--- src/mpas_pkg.sv ---
// Constants and types for the motor PWM and converter trigger sequencer
package mpas_pkg;

    // ==========================================================
    // Timing
    localparam int CLK_MHZ = 100;
    localparam int DEADTIME_NS = 500;
    localparam int PRETRIG_NS = 250;
    localparam logic [15:0] DEADTIME_CYC = 16'((DEADTIME_NS * CLK_MHZ + 999) / 1000);
    localparam logic [15:0] PRETRIG_CYC = 16'((PRETRIG_NS * CLK_MHZ + 999) / 1000);
    localparam logic [3:0] SLOW_PRESCALE = 4'hf;
    localparam logic [2:0] FILTER_SAMPLES = 3'h4;
    localparam logic [15:0] DLY_CNT_MAX = 16'hffff;

    // ==========================================================
    // Reset values
    localparam logic [15:0] CNT_INIT_RST = 16'hf448;
    localparam logic [15:0] PERIOD_TOP_RST = 16'h0bb7;
    localparam logic [15:0] DLY_POINT_RST = 16'h2328;
    localparam logic [15:0] SLOW_WRAP_RST = 16'h0ea5;
    localparam logic [15:0] DUTY_RST = 16'h0000;
    localparam logic [7:0] MASK_RST = 8'hc0;
    localparam logic [5:0] CMP_REF_RST = 6'h3e;

    // ==========================================================
    // Register offsets
    localparam logic [7:0] A_CTRL = 8'h00;
    localparam logic [7:0] A_CNT_INIT = 8'h04;
    localparam logic [7:0] A_PERIOD_TOP = 8'h08;
    localparam logic [7:0] A_DEADTIME = 8'h0c;
    localparam logic [7:0] A_PRETRIG = 8'h10;
    localparam logic [7:0] A_DLY_POINT = 8'h14;
    localparam logic [7:0] A_DUTY0 = 8'h18;
    localparam logic [7:0] A_DUTY1 = 8'h1c;
    localparam logic [7:0] A_DUTY2 = 8'h20;
    localparam logic [7:0] A_MASK = 8'h24;
    localparam logic [7:0] A_STATUS = 8'h28;
    localparam logic [7:0] A_SLOW_WRAP = 8'h2c;
    localparam logic [7:0] A_CMP_REF = 8'h30;
    localparam logic [7:0] A_CONV_CFG = 8'h34;

    // ==========================================================
    // Types
    typedef struct packed {
        logic back_to_back;
        logic ls_act_low;
        logic hs_act_low;
        logic fault_act_low;
        logic fault_from_cmp;
        logic seqerr_ie;
        logic delay_ie;
        logic trig_en;
        logic pwm_en;
    } mpas_ctrl_type;

    localparam mpas_ctrl_type CTRL_RST = 9'h10e;

    typedef struct packed {
        logic clk_6mhz;
        logic continuous;
        logic avg32;
    } mpas_conv_cfg_type;

    localparam mpas_conv_cfg_type CONV_NORM = 3'h0;
    localparam mpas_conv_cfg_type CONV_CAL = 3'h7;

endpackage

--- src/mpas_top.sv ---
// Three-phase PWM generator with converter trigger sequencer
// Behaviour
// - Each PWM counter reload emits the reload trigger, which restarts the delay counter.
// - First pre-trigger on each channel fires a programmed half dead time after trigger.
// - Back-to-back mode fires second pre-trigger right after first conversion completes.
// - Fast-loop interrupt pulses when the first conversion completes.
// - Disabled reload trigger leaves the delay counter running; software toggles it.
// - Delay flag sets when the delay counter reaches the delay interrupt point.
// - Sequence error flags when a pre-trigger repeats before its result was read.
// - Delay and sequence errors share one request line; error flag tells which.
// - Delay interrupt point length sets PWM to control rate ratio, default one and a half.
// - Only six channels are driven; the remaining two are held low whatever the mask.
// - Channels pair as 0-1, 2-3, 4-5 with complementary outputs.
// - Fault disables outputs; they return at first reload after fault clears.
// - Period is count from initial value to top value, defaults -3000 and 2999.
// - Each pair inserts a programmable dead time between its edges.
// - Reload trigger is issued when the counter loads its initial value.
// - Fault source is pin or comparator, polarity selectable.
// - High-side and low-side output polarity are separately configurable.
// - Comparator reference is six bits at 62; filter needs four matching samples.
// - Delay counter runs on the same clock as the PWM counter.
// - Slow timer runs at clock over sixteen, counts to wrap, ticks when it wraps to zero, not at PWM reload.
// - Calibration selects 6 MHz, continuous, 32-sample averaging; writing bit 0 low restores defaults.
//
// Strobed register access and the register addresses were chosen for this implementation.
`timescale 1ns/1ps
`default_nettype none

module mpas_top (
    // Clock, reset, enable
    input wire logic mclk,
    input wire logic rst,
    input wire logic ce,
    // Register port
    input wire logic [7:0] addr,
    input wire logic [31:0] wdata,
    input wire logic wr,
    input wire logic rd,
    output logic [31:0] rdata,
    // Pins
    input wire logic fault_pin,
    input wire logic cmp_in,
    output logic [7:0] pwm_out,
    output logic [5:0] cmp_ref,
    // Converters
    input wire logic [1:0] conv_done,
    input wire logic [3:0] result_read,
    output logic [1:0] pretrig0,
    output logic [1:0] pretrig1,
    output mpas_pkg::mpas_conv_cfg_type conv_cfg,
    // Events
    output logic reload_trigger_out,
    output logic fast_irq,
    output logic seq_irq,
    output logic slow_irq
);

    // ==========================================================
    // Registers
    mpas_pkg::mpas_ctrl_type ctrl;
    logic [15:0] cnt_init;
    logic [15:0] period_top;
    logic [15:0] deadtime;
    logic [15:0] pretrig_dly;
    logic [15:0] dly_point;
    logic [15:0] duty [3];
    logic [7:0] chan_mask;
    logic [15:0] slow_wrap;
    logic dflag;
    logic eflag;
    logic wr_ce;
    logic [1:0] stat_clr;
    always_comb begin
        wr_ce = wr & ce;
        stat_clr = (wr_ce && addr == mpas_pkg::A_STATUS) ? wdata[1:0] : 2'h0;
    end
    always_ff @(posedge mclk or posedge rst) begin
        if (rst) begin
            ctrl <= mpas_pkg::CTRL_RST;
            cnt_init <= mpas_pkg::CNT_INIT_RST;
            period_top <= mpas_pkg::PERIOD_TOP_RST;
            deadtime <= mpas_pkg::DEADTIME_CYC;
            pretrig_dly <= mpas_pkg::PRETRIG_CYC;
            dly_point <= mpas_pkg::DLY_POINT_RST;
            duty[0] <= mpas_pkg::DUTY_RST;
            duty[1] <= mpas_pkg::DUTY_RST;
            duty[2] <= mpas_pkg::DUTY_RST;
            chan_mask <= mpas_pkg::MASK_RST;
            slow_wrap <= mpas_pkg::SLOW_WRAP_RST;
            cmp_ref <= mpas_pkg::CMP_REF_RST;
            conv_cfg <= mpas_pkg::CONV_NORM;
        end else if (wr_ce) begin
            unique case (addr)
                mpas_pkg::A_CTRL: ctrl <= wdata[8:0];
                mpas_pkg::A_CNT_INIT: cnt_init <= wdata[15:0];
                mpas_pkg::A_PERIOD_TOP: period_top <= wdata[15:0];
                mpas_pkg::A_DEADTIME: deadtime <= wdata[15:0];
                mpas_pkg::A_PRETRIG: pretrig_dly <= wdata[15:0];
                mpas_pkg::A_DLY_POINT: dly_point <= wdata[15:0];
                mpas_pkg::A_DUTY0: duty[0] <= wdata[15:0];
                mpas_pkg::A_DUTY1: duty[1] <= wdata[15:0];
                mpas_pkg::A_DUTY2: duty[2] <= wdata[15:0];
                mpas_pkg::A_MASK: chan_mask <= wdata[7:0];
                mpas_pkg::A_SLOW_WRAP: slow_wrap <= wdata[15:0];
                mpas_pkg::A_CMP_REF: cmp_ref <= wdata[5:0];
                mpas_pkg::A_CONV_CFG: conv_cfg <= wdata[0] ? mpas_pkg::CONV_CAL
                                                           : mpas_pkg::CONV_NORM;
                default: ;
            endcase
        end
    end
    // ==========================================================
    // Pin synchronisers and comparator filter
    logic [1:0] fault_sync;
    logic [1:0] cmp_sync;
    logic cmp_filt;
    logic [2:0] filt_cnt;
    always_ff @(posedge mclk or posedge rst) begin
        if (rst) begin
            fault_sync <= 2'h0;
            cmp_sync <= 2'h0;
        end else if (ce) begin
            fault_sync <= {fault_sync[0], fault_pin};
            cmp_sync <= {cmp_sync[0], cmp_in};
        end
    end
    always_ff @(posedge mclk or posedge rst) begin
        if (rst) begin
            cmp_filt <= 1'b0;
            filt_cnt <= 3'h0;
        end else if (ce) begin
            if (cmp_sync[1] == cmp_filt) begin
                filt_cnt <= 3'h0;
            end else if (filt_cnt == mpas_pkg::FILTER_SAMPLES - 3'h1) begin
                cmp_filt <= cmp_sync[1];
                filt_cnt <= 3'h0;
            end else begin
                filt_cnt <= filt_cnt + 3'h1;
            end
        end
    end
    // ==========================================================
    // PWM counter and reload trigger
    logic [15:0] pwm_cnt;
    logic wrap;
    logic reload_trig;
    always_comb begin
        wrap = ctrl.pwm_en && pwm_cnt == period_top;
        reload_trig = wrap && ctrl.trig_en;
    end
    always_ff @(posedge mclk or posedge rst) begin
        if (rst) begin
            pwm_cnt <= mpas_pkg::CNT_INIT_RST;
        end else if (ce) begin
            if (!ctrl.pwm_en || wrap) begin
                pwm_cnt <= cnt_init;
            end else begin
                pwm_cnt <= pwm_cnt + 16'h1;
            end
        end
    end
    always_ff @(posedge mclk or posedge rst) begin
        if (rst) begin
            reload_trigger_out <= 1'b0;
        end else if (ce) begin
            reload_trigger_out <= reload_trig;
        end
    end
    // ==========================================================
    // Fault handling
    logic fault_act;
    logic fault_hold;
    always_comb begin
        fault_act = (ctrl.fault_from_cmp ? cmp_filt : fault_sync[1])
                    ^ ctrl.fault_act_low;
    end
    always_ff @(posedge mclk or posedge rst) begin
        if (rst) begin
            fault_hold <= 1'b0;
        end else if (ce) begin
            if (fault_act) begin
                fault_hold <= 1'b1;
            end else if (wrap) begin
                fault_hold <= 1'b0;
            end
        end
    end
    // ==========================================================
    // Complementary pairs with dead time
    logic [2:0] raw_now;
    logic [2:0] raw_q;
    logic [2:0] hs_on;
    logic [2:0] ls_on;
    logic [15:0] dt_cnt [3];
    for (genvar p = 0; p < 3; p++) begin : g_pair
        always_comb begin
            raw_now[p] = $signed(pwm_cnt) < $signed(duty[p]);
            hs_on[p] = raw_q[p] && raw_now[p] && dt_cnt[p] == 16'h0;
            ls_on[p] = !raw_q[p] && !raw_now[p] && dt_cnt[p] == 16'h0;
        end
        always_ff @(posedge mclk or posedge rst) begin
            if (rst) begin
                raw_q[p] <= 1'b0;
                dt_cnt[p] <= 16'h0;
            end else if (ce) begin
                if (raw_now[p] != raw_q[p]) begin
                    raw_q[p] <= raw_now[p];
                    dt_cnt[p] <= (deadtime == 16'h0) ? 16'h0 : deadtime - 16'h1;
                end else if (dt_cnt[p] != 16'h0) begin
                    dt_cnt[p] <= dt_cnt[p] - 16'h1;
                end
            end
        end
    end
    logic gate;
    logic [7:0] next_pwm;
    always_comb begin
        gate = ctrl.pwm_en && !fault_hold && !fault_act;
        next_pwm = 8'h00;
        for (int p = 0; p < 3; p++) begin
            next_pwm[2 * p] = (hs_on[p] && gate && !chan_mask[2 * p])
                              ^ ctrl.hs_act_low;
            next_pwm[2 * p + 1] = (ls_on[p] && gate && !chan_mask[2 * p + 1])
                                  ^ ctrl.ls_act_low;
        end
    end
    always_ff @(posedge mclk or posedge rst) begin
        if (rst) begin
            pwm_out <= 8'h00;
        end else if (ce) begin
            pwm_out <= next_pwm;
        end
    end
    // ==========================================================
    // Delay counter and pre-triggers
    logic [15:0] dly_cnt;
    logic dly_run;
    logic hit_pre;
    logic hit_point;
    logic [1:0] wait_second;
    logic [1:0] first_done;
    logic [1:0] fire1;
    logic [3:0] fire;
    logic [3:0] pending;
    logic seq_err;
    always_comb begin
        hit_pre = dly_run && dly_cnt == pretrig_dly;
        hit_point = dly_run && dly_cnt == dly_point;
        first_done = conv_done & wait_second;
        fire1 = first_done & {2{ctrl.back_to_back}};
        fire = {fire1[1], hit_pre, fire1[0], hit_pre};
        seq_err = |(fire & pending & ~result_read);
    end
    always_ff @(posedge mclk or posedge rst) begin
        if (rst) begin
            dly_cnt <= 16'h0;
            dly_run <= 1'b0;
        end else if (ce) begin
            if (reload_trig) begin
                dly_cnt <= 16'h0;
                dly_run <= 1'b1;
            end else if (dly_run) begin
                if (dly_cnt == mpas_pkg::DLY_CNT_MAX) begin
                    dly_run <= 1'b0;
                end else begin
                    dly_cnt <= dly_cnt + 16'h1;
                end
            end
        end
    end
    always_ff @(posedge mclk or posedge rst) begin
        if (rst) begin
            wait_second <= 2'h0;
            pending <= 4'h0;
        end else if (ce) begin
            wait_second <= (wait_second & ~conv_done) | {2{hit_pre}};
            pending <= fire | (pending & ~result_read);
        end
    end
    always_ff @(posedge mclk or posedge rst) begin
        if (rst) begin
            pretrig0 <= 2'h0;
            pretrig1 <= 2'h0;
            fast_irq <= 1'b0;
        end else if (ce) begin
            pretrig0 <= {2{hit_pre}};
            pretrig1 <= fire1;
            fast_irq <= first_done[0];
        end
    end
    // ==========================================================
    // Shared delay and sequence-error request
    always_ff @(posedge mclk or posedge rst) begin
        if (rst) begin
            dflag <= 1'b0;
            eflag <= 1'b0;
            seq_irq <= 1'b0;
        end else if (ce) begin
            dflag <= hit_point | (dflag & ~stat_clr[0]);
            eflag <= seq_err | (eflag & ~stat_clr[1]);
            seq_irq <= (dflag && ctrl.delay_ie) || (eflag && ctrl.seqerr_ie);
        end
    end
    // ==========================================================
    // Slow-loop timer
    logic [3:0] slow_pre;
    logic [15:0] slow_cnt;
    logic slow_wrap_hit;
    always_comb begin
        slow_wrap_hit = slow_pre == mpas_pkg::SLOW_PRESCALE && slow_cnt == slow_wrap;
    end
    always_ff @(posedge mclk or posedge rst) begin
        if (rst) begin
            slow_pre <= 4'h0;
            slow_cnt <= 16'h0;
            slow_irq <= 1'b0;
        end else if (ce) begin
            slow_pre <= slow_pre + 4'h1;
            slow_irq <= slow_wrap_hit;
            if (slow_pre == mpas_pkg::SLOW_PRESCALE) begin
                slow_cnt <= slow_wrap_hit ? 16'h0 : slow_cnt + 16'h1;
            end
        end
    end
    // ==========================================================
    // Register read port
    always_ff @(posedge mclk or posedge rst) begin
        if (rst) begin
            rdata <= 32'h0;
        end else if (ce) begin
            rdata <= 32'h0;
            if (rd) begin
                unique case (addr)
                    mpas_pkg::A_CTRL: rdata <= {23'h0, ctrl};
                    mpas_pkg::A_CNT_INIT: rdata <= {16'h0, cnt_init};
                    mpas_pkg::A_PERIOD_TOP: rdata <= {16'h0, period_top};
                    mpas_pkg::A_DEADTIME: rdata <= {16'h0, deadtime};
                    mpas_pkg::A_PRETRIG: rdata <= {16'h0, pretrig_dly};
                    mpas_pkg::A_DLY_POINT: rdata <= {16'h0, dly_point};
                    mpas_pkg::A_DUTY0: rdata <= {16'h0, duty[0]};
                    mpas_pkg::A_DUTY1: rdata <= {16'h0, duty[1]};
                    mpas_pkg::A_DUTY2: rdata <= {16'h0, duty[2]};
                    mpas_pkg::A_MASK: rdata <= {24'h0, chan_mask};
                    mpas_pkg::A_STATUS: rdata <= {28'h0, cmp_filt, fault_hold, eflag, dflag};
                    mpas_pkg::A_SLOW_WRAP: rdata <= {16'h0, slow_wrap};
                    mpas_pkg::A_CMP_REF: rdata <= {26'h0, cmp_ref};
                    mpas_pkg::A_CONV_CFG: rdata <= {29'h0, conv_cfg};
                    default: rdata <= 32'h0;
                endcase
            end
        end
    end
endmodule

`default_nettype wire

--- config.mk ---
export PLATFORM = sky130hd
export DESIGN_NAME = mpas_top
export DESIGN_NICKNAME = d
export VERILOG_FILES = /design/src/mpas_pkg.sv /design/src/mpas_top.sv
export SDC_FILE = /design/constraint.sdc
export NUM_CORES = 1
export LEC_CHECK = 0
export BUFFER_PORTS_ARGS = -buffer_cell sky130_fd_sc_hd__buf_2
export CAP_MARGIN = 40
export CELL_PAD_IN_SITES_DETAIL_PLACEMENT = 0
export CELL_PAD_IN_SITES_GLOBAL_PLACEMENT = 1
export CORE_ASPECT_RATIO = 1.75
export CORE_UTILIZATION = 35
export CTS_BUF_LIST = sky130_fd_sc_hd__clkbuf_8
export DETAILED_ROUTE_END_ITERATION = 10
export GPL_TIMING_DRIVEN = 1
export PLACE_DENSITY = 0.61
export SYNTH_ARGS = -nofsm -noshare
export SYNTH_HDL_FRONTEND = slang
export SYNTH_SLANG_ARGS = --single-unit
--- constraint.sdc ---
create_clock -name mclk -period 10.9 [get_ports mclk]
set_clock_uncertainty 0.2 [all_clocks]
set_input_delay 1.635 -clock mclk [delete_from_list [all_inputs] [get_ports mclk]]
set_output_delay 1.635 -clock mclk [all_outputs]
set_load 0.05 [all_outputs]
After elaboration in Yosys (flattened, before gate mapping). Cells that the tools add are included.

Output and inout port bits: 57. Bits in writable memories: 0. Flip-flop bits (word level): 336. Memories: 0. Logic and storage cells: 225. ROM bits: 0. Input bits: 53. Latch bits: 0.

Mux-type cells: 24. Shifts and indexed selects: 0. Divide/modulo/power cells: 0. Bitwise gates (word level): 25. Eq/ne operators: 25. $lt $le $gt $ge: 3. $add $sub $neg: 9. $mul: 0. Reduce and logical (&&, ||, !) cells: 88.

Operators with widths (number): one-hot mux 16 bit (14 select lines) (1); 2-to-1 mux 16 bit (13); equality test 16 bit (4); zero test 16 bit (4); subtractor 16 x 1 -> 16 bit (second input constant) (4); adder 16 x 1 -> 16 bit (second input constant) (3); equality test 8 x 6 -> 1 bit (second input constant) (6); less-than comparator 16 bit (3); nonzero test 16 bit (3); AND reduction 2 bit (21); logical AND 1 bit (34); equality test 8 x 5 -> 1 bit (second input constant) (4); equality test 16 bit (second input constant) (1); equality test 8 x 4 -> 1 bit (second input constant) (2); zero test 1 bit (15); AND 4 bit (3); nonzero test 2 bit (5); 2-to-1 mux 3 bit (3); equality test 8 x 3 -> 1 bit (second input constant) (1); zero test 8 bit (1); bitwise XOR 1 bit (7); AND 2 bit (3); 2-to-1 mux 1 bit (6); AND reduction 3 bit (2); 17 further kinds (25).

Longest topological paths before layout. Gate-level depths: netlist of run 1.

Word-level depth: 7. Depth in mapped cells: 12. Gate-level depth less buffers: 10.

Worst setup path before layout of run 1. OpenSTA, ideal clock, no wires.

Kind: input to register. Start: input addr[1]. End: register pretrig_dly[1]. Arrival time: 3.279 ns. Buffers on the path: 2. Stages on the path: 7. Library setup time: 0.125 ns. Required time: 10.575 ns. Slack: 7.296 ns. Path through: nor3_1 nand2b_1 nor2_1 and2_1 clkbuf_1 buf_2 mux2_2.

Longest elaborated chain between the ends: 2.

RTL lines: start: declaration (RTL line mpas_top.sv:35) `input wire logic [7:0] addr,`; equality test 8 x 5 -> 1 bit (RTL line mpas_top.sv:93) `unique case (addr)`; AND reduction 2 bit (no source line); end signal: assignment (RTL line mpas_top.sv:83) `pretrig_dly <= mpas_pkg::PRETRIG_CYC;`; end signal: assignment (RTL line mpas_top.sv:98) `mpas_pkg::A_PRETRIG: pretrig_dly <= wdata[15:0];`; end: declaration (RTL line mpas_top.sv:64) `logic [15:0] pretrig_dly;`.

Every way passes these cells. A chain may end at the register's enable or synchronous reset.

Final worst setup path of run 1.
Start: register pwm_cnt[11]. End: register dt_cnt[18] in the netlist's numbering.

Longest elaborated chain between the ends: 4. Elaborated cells on any way between the ends: 5. Those cells by class: 1 x order compare; 1 x eq/ne; 1 x mux; 2 x reduce/logical.

RTL lines: start: declaration (RTL line mpas_top.sv:144) `logic [15:0] pwm_cnt;`; start signal: assignment (RTL line mpas_top.sv:153) `pwm_cnt <= mpas_pkg::CNT_INIT_RST;`; start signal: assignment (RTL line mpas_top.sv:156) `pwm_cnt <= cnt_init;`; start signal: assignment (RTL line mpas_top.sv:158) `pwm_cnt <= pwm_cnt + 16'h1;`; less-than comparator 16 bit (*) (RTL line mpas_top.sv:197) `raw_now[p] = $signed(pwm_cnt) < $signed(duty[p]);`; inequality test 1 bit (*) (RTL line mpas_top.sv:206) `if (raw_now[p] != raw_q[p]) begin`; nonzero test 2 bit (no source line); AND reduction 2 bit (no source line); end signal: indexed assignment (RTL line mpas_top.sv:208) `dt_cnt[p] <= (deadtime == 16'h0) ? 16'h0 : deadtime - 16'h1;`; end signal: indexed assignment (RTL line mpas_top.sv:210) `dt_cnt[p] <= dt_cnt[p] - 16'h1;`; end: declaration (RTL line mpas_top.sv:194) `logic [15:0] dt_cnt [3];`.

Every way passes the cells marked *; elsewhere a longest branch is shown, timed or not.

==> results of run 1 <==
==> where the power goes <==
| group | switching [mW] | internal (mW) |
|---|---|---|
| Combinational | 0.536 | 0.343 |
| Clock | 0.517 | 0.634 |
| Sequential | 0.215 | 1.35 |
==> metal layers <==
metal  global-route usage [%]  vias up  part of all wire, %
li1                         -     6374                    -
met1                    26.32     6923                   37
met2                    43.09      366                   53
met3                    2.594      132                  3.4
met4                    13.84        0                  6.3
met5                        0        -                    0
==> how the worst max path moves through the flow <==
stage / startpoint / cells past startpoint / end / slack (ns)
after global placement: ce / 7 / dly_cnt[0] / 6.38
after floorplan: rst / 1 / chan_mask[0] / 0.35
final: pwm_cnt[11] / 8 / dt_cnt[18] / 6.81
after CTS: pwm_cnt[11] / 8 / dt_cnt[18] / 6.80
after global routing: pwm_cnt[15] / 9 / dt_cnt[43] / 6.62
after detailed placement: ce / 8 / dly_cnt[14] / 6.61
==> area by class of cell <==
class / instances / share of cell area [%]
Inverter: 76 / 1.483
Multi-Input combinational cell: 1243 / 44.21
Clock buffer: 69 / 4.809
Tap cell: 660 / 4.182
Timing Repair Buffer: 107 / 3.757
Antenna cell: 1 / 0.01267
Clock inverter: 22 / 0.9188
Sequential cell: 318 / 40.63
==> state kept, by name, summed over array words and instances (netlist names), 4 cells and up <==
register	cells
slow_cnt	16
cmp_ref	6
pending	4
chan_mask	8
ctrl	9
pretrig_dly	16
pwm_cnt	16
pwm_out	6
dt_cnt	48
duty	48
rdata	16
dly_point	16
dly_cnt	16
deadtime	16
cnt_init	16
slow_pre	4
slow_wrap	16
period_top	16
==> cells in the mapped netlist, types with 4 or more instances <==
| cell type | number | area [um^2] |
|---|---|---|
| nor2b_1 | 6 | 37.54 |
| inv_1 | 76 | 285.3 |
| o211ai_1 | 6 | 45.04 |
| xor2_1 | 74 | 648.1 |
| o21ai_0 | 89 | 445.4 |
| a211oi_1 | 6 | 45.04 |
| nand3_1 | 57 | 285.3 |
| ha_1 | 54 | 675.7 |
| buf_4 | 22 | 165.2 |
| nor3b_1 | 9 | 67.56 |
| or3_1 | 9 | 56.30 |
| dfstp_2 | 52 | 1366 |
| nor3_1 | 39 | 195.2 |
| and4_1 | 5 | 43.79 |
| a22o_1 | 25 | 219.0 |
| clkbuf_1 | 70 | 262.8 |
| or2_2 | 5 | 31.28 |
| and2_1 | 13 | 81.33 |
| or4_1 | 4 | 30.03 |
| nand2_1 | 142 | 533.0 |
| a22oi_1 | 42 | 315.3 |
| nor4_1 | 22 | 137.6 |
| xnor2_1 | 32 | 280.3 |
| and3_1 | 23 | 143.9 |
| a221o_1 | 10 | 100.1 |
| a221oi_1 | 25 | 219.0 |
| buf_2 | 6 | 30.03 |
| nand2b_1 | 16 | 100.1 |
| nor2_1 | 123 | 461.7 |
| dfrtp_1 | 266 | 6656 |
| nor4b_1 | 9 | 78.83 |
| a31oi_1 | 9 | 56.30 |
| a21o_1 | 11 | 82.58 |
| o22ai_1 | 7 | 43.79 |
| mux2_2 | 164 | 1847 |
| nand4_1 | 35 | 219.0 |
| mux2i_1 | 9 | 90.09 |
| a222oi_1 | 10 | 100.1 |
| a21oi_1 | 67 | 335.3 |
| o2bb2ai_1 | 13 | 113.9 |
==> placed cells by master (no fill, tap or decap), types with 10 or more instances in the layout <==
cell / count
a21o_1: 11
nand3_1: 57
a22o_1: 25
and2_1: 13
nand2_1: 142
clkbuf_8: 69
nor4_1: 21
conb_1: 18
nor2_1: 123
o21ai_0: 89
mux2_2: 164
buf_4: 20
a222oi_1: 10
a221o_1: 10
xnor2_1: 31
a21oi_1: 67
nor3_1: 39
and3_1: 23
dfstp_2: 52
a221oi_1: 25
ha_1: 54
nand2b_1: 16
inv_1: 83
nand4_1: 35
buf_2: 75
xor2_1: 74
o2bb2ai_1: 13
dfrtp_1: 266
a22oi_1: 42
==> logic make-up (layout without fill, tap and decap cells) <==
logic type,Yosys count,after routing,synth area share [%]
other,1,19,0.02148
buffers and inverters,180,274,4.514
adder cells (fa/ha/maj),54,54,3.869
XOR/XNOR,108,108,5.503
multiplexers,173,173,11.09
AO/OA/AOI/OAI,358,358,14.07
flip-flops,318,318,45.94
AND/OR/NAND/NOR,532,532,14.99
==> worst register-to-register path, delay by kind of cell (launching register included) <==
family	cells	cell delay (ns)
adders and majority gates	1	0.39
DFF	1	0.53
and+or+nand+nor	4	1.69
AOI/OAI and AO/OA	2	0.46
xor gates and xnor gates	1	0.72
==> summary.txt, run 1 <==
Setup path
  – Crit-path max FO: 19
  – Critical Path Start Type: flop
  – CP Class: flop to flop
  – Register-to-register setup slack: 6.81 ns
  – Crit path arrival time: 4.41 ns
  – CP top delay family: simple AND/OR/NAND/NOR gates
  – Worst EP required: 11.22 ns
  – Critical Path Max Stage Delay: 0.71 ns
  – FF-to-FF path depth: 8
  – Crit. End Element: flop
  – Worst r2r src: pwm_cnt[11]
  – Slowest cell on the critical path: xor2_2
  – Worst R2R End: dt_cnt[18]
  – Worst path cell trace: ha_1 > nand4_1 > nor4_1 > o31a_2 > xor2_2 > nand3_1 > or3b_2 > o211ai_1
  – CP bufs+invs: 0

Place
  – Gpl congestion: 0.8537
  – Cell Count Post-Placement: 2404
  – DP Worst Slack: 6.609 ns
  – DPL Wire Length: 43670 um
  – Placed Area: 18610 um^2
  – IO Port Bufs: 75

Clock network
  – Num CTS Buffers: 50
  – CTS tree: done
  – Clock Path Buffers: 3
  – CTS Hold Bufs: 0
  – Clk Latency, worst-skew pair: 0.62 ns
  – # H-tree levels: 2
  – Cts repair resizes: 0
  – CTS sink count: 318
  – Post-CTS setup buffers: 0
  – CTS Root Cell: clkbuf_8
  – Reg clk slew, reported paths: 0.07 ns

Layout
  – Filler instances: 4977
  – Share of layout cells above drive strength 1: 23.38%
  – FF+latch area: 8023 um^2
  – Fin cells: 2496
  – Final Core Density: 39.93%
  – Area of the multi-input gates: 8730 um^2
  – Layout Nets: 1903
  – P&R area growth vs syn: 13.08%
  – Final instance area: 19750 um^2

Die
  – Die Width: 170.8 um
  – Die footprint: 50820 um^2
  – Core footprint: 49460 um^2
  – Initial Utilization: 35.31%
  – I/O Pins: 110
  – Die Y: 297.5 um
  – FP Rows: 108

Routing
  – TritonRoute pass-1 iters: 7
  – WL final: 59200 um
  – DRC violations left: 0
  – Antenna Nets Post-Route: 0
  – Vias: 13800
  – WL/cell: 23.72 um
  – Drt first-iter violations: 827
  – Vias per cell: 5.527

Yosys
  – Netlist cell types: 77
  – Post-Syn Area: 17460 um^2
  – Post-synth EDFFs: 0
  – Post-synthesis register bit count: 318
  – Ys Warns: 0
  – Sequential share of the synthesized area: 45.94%
  – Asr flop ratio synth: 100.0%
  – Syn avg cell area: 10.13 um^2
  – Cells after synthesis: 1724
  – Top_reg_cell synth: dfrtp_1

STA
  – Fin Setup TNS: 0 ns
  – Final hold viol count: 0
  – Hold_ws: 0.2775 ns
  – Final min period: 4.086 ns
  – # setup viols final: 0
  – Fin. max-slew vios: 0
  – Slew margin rel.: 33.96%
  – Slew of the pin with the lowest slew margin: 0.9906 ns
  – Unrepaired setup endpoints after global routing: false
  – Fmax: 0.2447 GHz
  – Setup WS post-layout: 6.814 ns
  – Fin crit share: 37.49%

Power
  – Final Power: 3.594 mW
  – P_leak: 9.179 nW
  – Worst vdd ir: 98.86 uV
  – PD cells: 182.0 nW/um^2

Status
  – Status: complete, no violations

Global routing
  – First-pass GRT wire length: 89100 um
  – Initial antenna violation count: 1
  – GR Util All Layers: 23.73%
  – Vias in the first global route: 13840
  – Largest net degree at the start of global routing: 173
  – Gr ovfl total: 0

Min path
  – Hold path cells: 1
  – Min-Delay Endpoint: slow_irq
  – Hold_sp: slow_irq
  – Hold Crit Class: flop to flop

Run
  – # Max-Cap Violations: 0
Note: power is estimated with default switching activity, not from simulation.
==> inputs of run 2 (changes only) <==
clock period = 3.45 ns   (was 10.9 ns; I/O delays follow)
==> summary.txt, run 2 (synthesis gave the netlist of run 1 again) <==
Status
  – Status: complete, no violations

Die
  – I/O Pins: 110
  – Die Width: 170.8 um
  – FP Rows: 108
  – Die Y: 297.5 um
  – Die footprint: 50820 um^2
  – Core footprint: 49460 um^2
  – Initial Utilization: 35.31%

STA
  – Slew margin rel.: 42.29%
  – # setup viols final: 0
  – Fin Setup TNS: 0 ns
  – Final hold viol count: 0
  – Final min period: 3.247 ns
  – Fmax: 0.3079 GHz
  – Fin. max-slew vios: 0
  – Setup WS post-layout: 0.2026 ns
  – Fin crit share: 94.13%
  – Slew of the pin with the lowest slew margin: 0.8656 ns
  – Hold_ws: 0.05631 ns
  – Unrepaired setup endpoints after global routing: false

Setup path
  – CP Class: flop to flop
  – Worst EP required: 3.82 ns
  – CP top delay family: simple AND/OR/NAND/NOR gates
  – Crit path arrival time: 3.61 ns
  – Crit-path max FO: 18
  – Critical Path Max Stage Delay: 0.48 ns
  – Slowest cell on the critical path: dfrtp_1
  – Crit. End Element: flop
  – Critical Path Start Type: flop
  – Worst path cell trace: ha_1 > nand4_1 > nor4_1 > o31a_2 > xor2_2 > buf_4 > nand2_1 > o32ai_1 > a22o_1
  – CP bufs+invs: 1

Clock network
  – CTS tree: done
  – Clk Latency, worst-skew pair: 0.63 ns
  – Reg clk slew, reported paths: 0.07 ns
  – CTS sink count: 318
  – Num CTS Buffers: 52
  – Clock Path Buffers: 3
  – CTS Root Cell: clkbuf_8
  – # H-tree levels: 2

Power
  – Worst vdd ir: 288.4 uV
  – P_leak: 9.452 nW
  – PD cells: 570.3 nW/um^2
  – Final Power: 11.50 mW

Routing
  – Drt first-iter violations: 753
  – Vias: 13990
  – DRC violations left: 0
  – Antenna Nets Post-Route: 0
  – WL final: 59950 um
  – TritonRoute pass-1 iters: 6
  – WL/cell: 23.44 um
  – Vias per cell: 5.470

Global routing
  – First-pass GRT wire length: 91250 um
  – Initial antenna violation count: 1
  – Largest net degree at the start of global routing: 113
  – GR Util All Layers: 24.22%
  – Gr ovfl total: 0
  – Vias in the first global route: 14480

Layout
  – Most common cell after layout, fill and taps aside: dfrtp_1
  – Most frequent cells in the layout: dfrtp_1 (266), mux2_2 (164), nand2_1 (142), nor2_1 (123), inv_1 (90)
  – Final Core Density: 40.78%
  – P&R area growth vs syn: 15.51%
  – Filler instances: 5025
  – Area of the multi-input gates: 8752 um^2
  – Biggest regs: dt_cnt x48, duty x48
  – Layout Nets: 1962
  – Share of layout cells above drive strength 1: 25.05%
  – Fin cells: 2557
  – Final instance area: 20170 um^2
  – FF+latch area: 8023 um^2

Min path
  – Hold Crit Class: input port to flop

Run
  – # Max-Cap Violations: 0

Place
  – DPL Wire Length: 44790 um
  – IO Port Bufs: 75
  – Cell Count Post-Placement: 2450
  – Placed Area: 18900 um^2
  – Gpl congestion: 0.8606
  – DP Worst Slack: 0.03229 ns
run 2: cell types whose count changed in the layout (fill, tap and decap cells not counted), sizes merged:
cell	change
bufinv	-2
clkinvlp	-1
dlygate4sd3	+10
inv	+7
clkinv	-4
clkbuf	+4
buf	+47
run 2: path summary, 6_finish.rpt:
| kind | from | to | slack (ns) | cells past startpoint |
|---|---|---|---|---|
| setup / recovery | pwm_cnt[11] | dt_cnt[24] | 0.20 | 9 |
| min in group asynchronous | rst | slow_cnt[15] | 0.27 | 3 |
| setup reg to reg | pwm_cnt[11] | dt_cnt[24] | 0.20 | 9 |
| hold / removal | wdata[14] | duty[30] | 0.06 | 3 |
| max in group asynchronous | rst | dly_cnt[1] | 1.85 | 4 |
| hold reg to reg | wait_second[0] | wait_second[0] | 0.27 | 2 |
run 2: power by group:
part	total (mW)	switching (mW)	internal (mW)
logic	3.04	1.79	1.25
registers	4.88	0.618	4.27
clock network	3.58	1.64	1.95
total	11.5	4.05	7.46
run 2: routing by layer:
layer	up-vias	routed length [um]	track usage, %
met5	-	0	0
met4	0	3911	14.60
met3	147	1858	2.368
met2	344	31950	44.29
met1	7010	22230	26.57
li1	6486	-	-
run 2: what timing repair did:
action | CTS | global route
endpoints found under the setup margin | 0 | 16
gates resized for setup | 0 | 4
hold buffers | 10 | 0
buffers inserted | 0 | 1
hold endpoints to repair | 15 | 0
run 2: cell type report:
class,count,share of cell area [%]
clock buffers,73,4.981
repair buffers,164,5.701
multi-input cells,1243,43.39
well taps,660,4.094
clock inverters,22,0.6141
inverters,76,1.433
flip-flops and latches,318,39.77
diodes,1,0.01241
run 2: worst min-delay path: cells and delay by family:
family                 cells  cell delay, ns
AOI/OAI and AO/OA          1            0.07
buffers and inverters      1            0.17
and+or+nand+nor            1            0.07
==> inputs of run 3 (changes only) <==
PLACE_DENSITY = 0.7   (was 0.61)
==> summary.txt, run 3 (synthesis gave the netlist of run 1 again) <==
Clock network
  – Clock Path Buffers: 3
  – CTS sink count: 318
  – # H-tree levels: 2
  – CTS tree: done
  – Clk Latency, worst-skew pair: 0.63 ns
  – Post-CTS setup buffers: 0
  – Reg clk slew, reported paths: 0.07 ns
  – Num CTS Buffers: 49
  – CTS Root Cell: clkbuf_8

STA
  – # setup viols final: 0
  – Fin. max-slew vios: 0
  – Final hold viol count: 0
  – Fin crit share: 95.98%
  – Final min period: 3.311 ns
  – Fmax: 0.3020 GHz
  – Hold_ws: 0.02623 ns
  – Slew margin rel.: 47.76%
  – Slew of the pin with the lowest slew margin: 0.7836 ns
  – Unrepaired setup endpoints after global routing: false

Setup path
  – Worst EP required: 3.77 ns
  – Crit path arrival time: 3.63 ns
  – Crit. End Element: flop
  – Critical Path Start Type: flop
  – Crit-path max FO: 6
  – CP Class: flop to flop

Place
  – Gpl congestion: 0.9274
  – IO Port Bufs: 75
  – DPL Wire Length: 44840 um

Power
  – Worst vdd ir: 337.5 uV
  – PD cells: 556.1 nW/um^2
  – Psw: 4.022 mW
  – Seq pwr share: 43.9%
  – Net Sw Frac: 35.92%
  – Clock share of power: 29.5%
  – Pint: 7.175 mW
  – P_leak: 9.467 nW
  – Combinational share of power: 26.7%

Die
  – Die Y: 297.5 um
  – Initial Utilization: 35.31%
  – Die footprint: 50820 um^2
  – Core footprint: 49460 um^2
  – I/O Pins: 110
  – FP Rows: 108
  – Die Width: 170.8 um

Status
  – Status: finished, violations left
  – Failing checks: design-rule violations

Layout
  – Final Core Density: 40.72%
  – Most frequent cells in the layout: dfrtp_1 (266), mux2_2 (164), nand2_1 (142), nor2_1 (123), inv_1 (91)
  – Biggest regs: dt_cnt x48, duty x48
  – P&R area growth vs syn: 15.32%
  – Layout Nets: 1967
  – Filler instances: 4921
  – Most common cell after layout, fill and taps aside: dfrtp_1
  – Share of layout cells above drive strength 1: 25.21%

Min path
  – Hold Crit Class: input port to flop

Global routing
  – GR Util All Layers: 23.44%
  – Largest net degree at the start of global routing: 60
  – First-pass GRT wire length: 88600 um
  – Vias in the first global route: 14350
  – Gr ovfl total: 0
  – Initial antenna violation count: 1

Routing
  – TritonRoute pass-1 iters: 9
  – Vias per cell: 5.557
  – DRC violations left: 1
  – Vias: 14230
  – Drt first-iter violations: 805
  – Antenna Nets Post-Route: 0
  – WL final: 58910 um
  – WL/cell: 23.00 um

Run
  – # Max-Cap Violations: 0
==> run 3: final cells by class <==
cell class / count / area, um^2 / area share [%]
flip-flops and latches: 318 / 8023 / 39.84
clock buffers: 62 / 853.3 / 4.238
inverters: 76 / 289.0 / 1.435
well taps: 660 / 825.8 / 4.101
clock inverters: 29 / 158.9 / 0.7891
multi-input cells: 1243 / 8732 / 43.36
repair buffers: 172 / 1252 / 6.220
diodes: 1 / 2.502 / 0.01243
==> run 3: power groups by stage <==
stage               Clock, mW  Combinational, mW  Sequential, mW
floorplan                   0               2.02            4.78
global route             3.50               3.28            4.99
finish                   3.30               2.99            4.91
detailed placement          0               2.97            4.96
global placement            0               2.90            4.94
CTS                      3.38               2.99            4.90
==> run 3: what timing repair did <==
action                                  CTS  global route
resized for setup                         0             1
hold endpoints to repair                122             0
hold buffers                              7             0
endpoints found under the setup margin    0             1
==> run 3: layer usage <==
layer	GRT usage [%]	vias to the layer above	routed length, um
met3	3.007	198	2270
met4	18.45	0	5162
met2	42.37	424	30890
met1	23.94	7110	20580
li1	-	6500	-
met5	0	-	0
==> run 3: stage by stage <==
stage	instance area (um^2)	setup slack, ns	instances	power (mW)	TNS (ns)
5_1_grt	20140	0.008607	2561	11.78	0
4_1_cts	20130	0.1464	2560	11.27	0
2_1_floorplan	17530	-1.464	1741	6.802	-406.65
3_3_place_gp	19020	0.2541	2460	7.836	0
6_report	20140	0.1386	2561	11.20	0
3_5_place_dp	19050	0.1779	2462	7.930	0
==> run 3: path summary, 6_finish.rpt <==
kind / start / to / slack (ns) / cells after the start
min in group asynchronous: rst / slow_cnt[9] / 0.37 / 4
worst max-delay path: pwm_cnt[15] / dt_cnt[43] / 0.14 / 9
worst min register to register: slow_irq / slow_irq / 0.28 / 1
worst max register to register: pwm_cnt[15] / dt_cnt[43] / 0.14 / 9
max in group asynchronous: rst / cmp_ref[1] / 2.01 / 5
worst min-delay path: result_read[0] / pending[0] / 0.03 / 4
==> run 3: critical path, stage by stage, from the launching register on <==
cell	delay, ns
dfstp_2	0.62
ha_1	0.17
nand4_1	0.20
or4_1	0.57
o31a_1	0.34
a22oi_2	0.25
nor2_2	0.08
nand2_1	0.24
mux2_2	0.37
a41oi_1	0.16
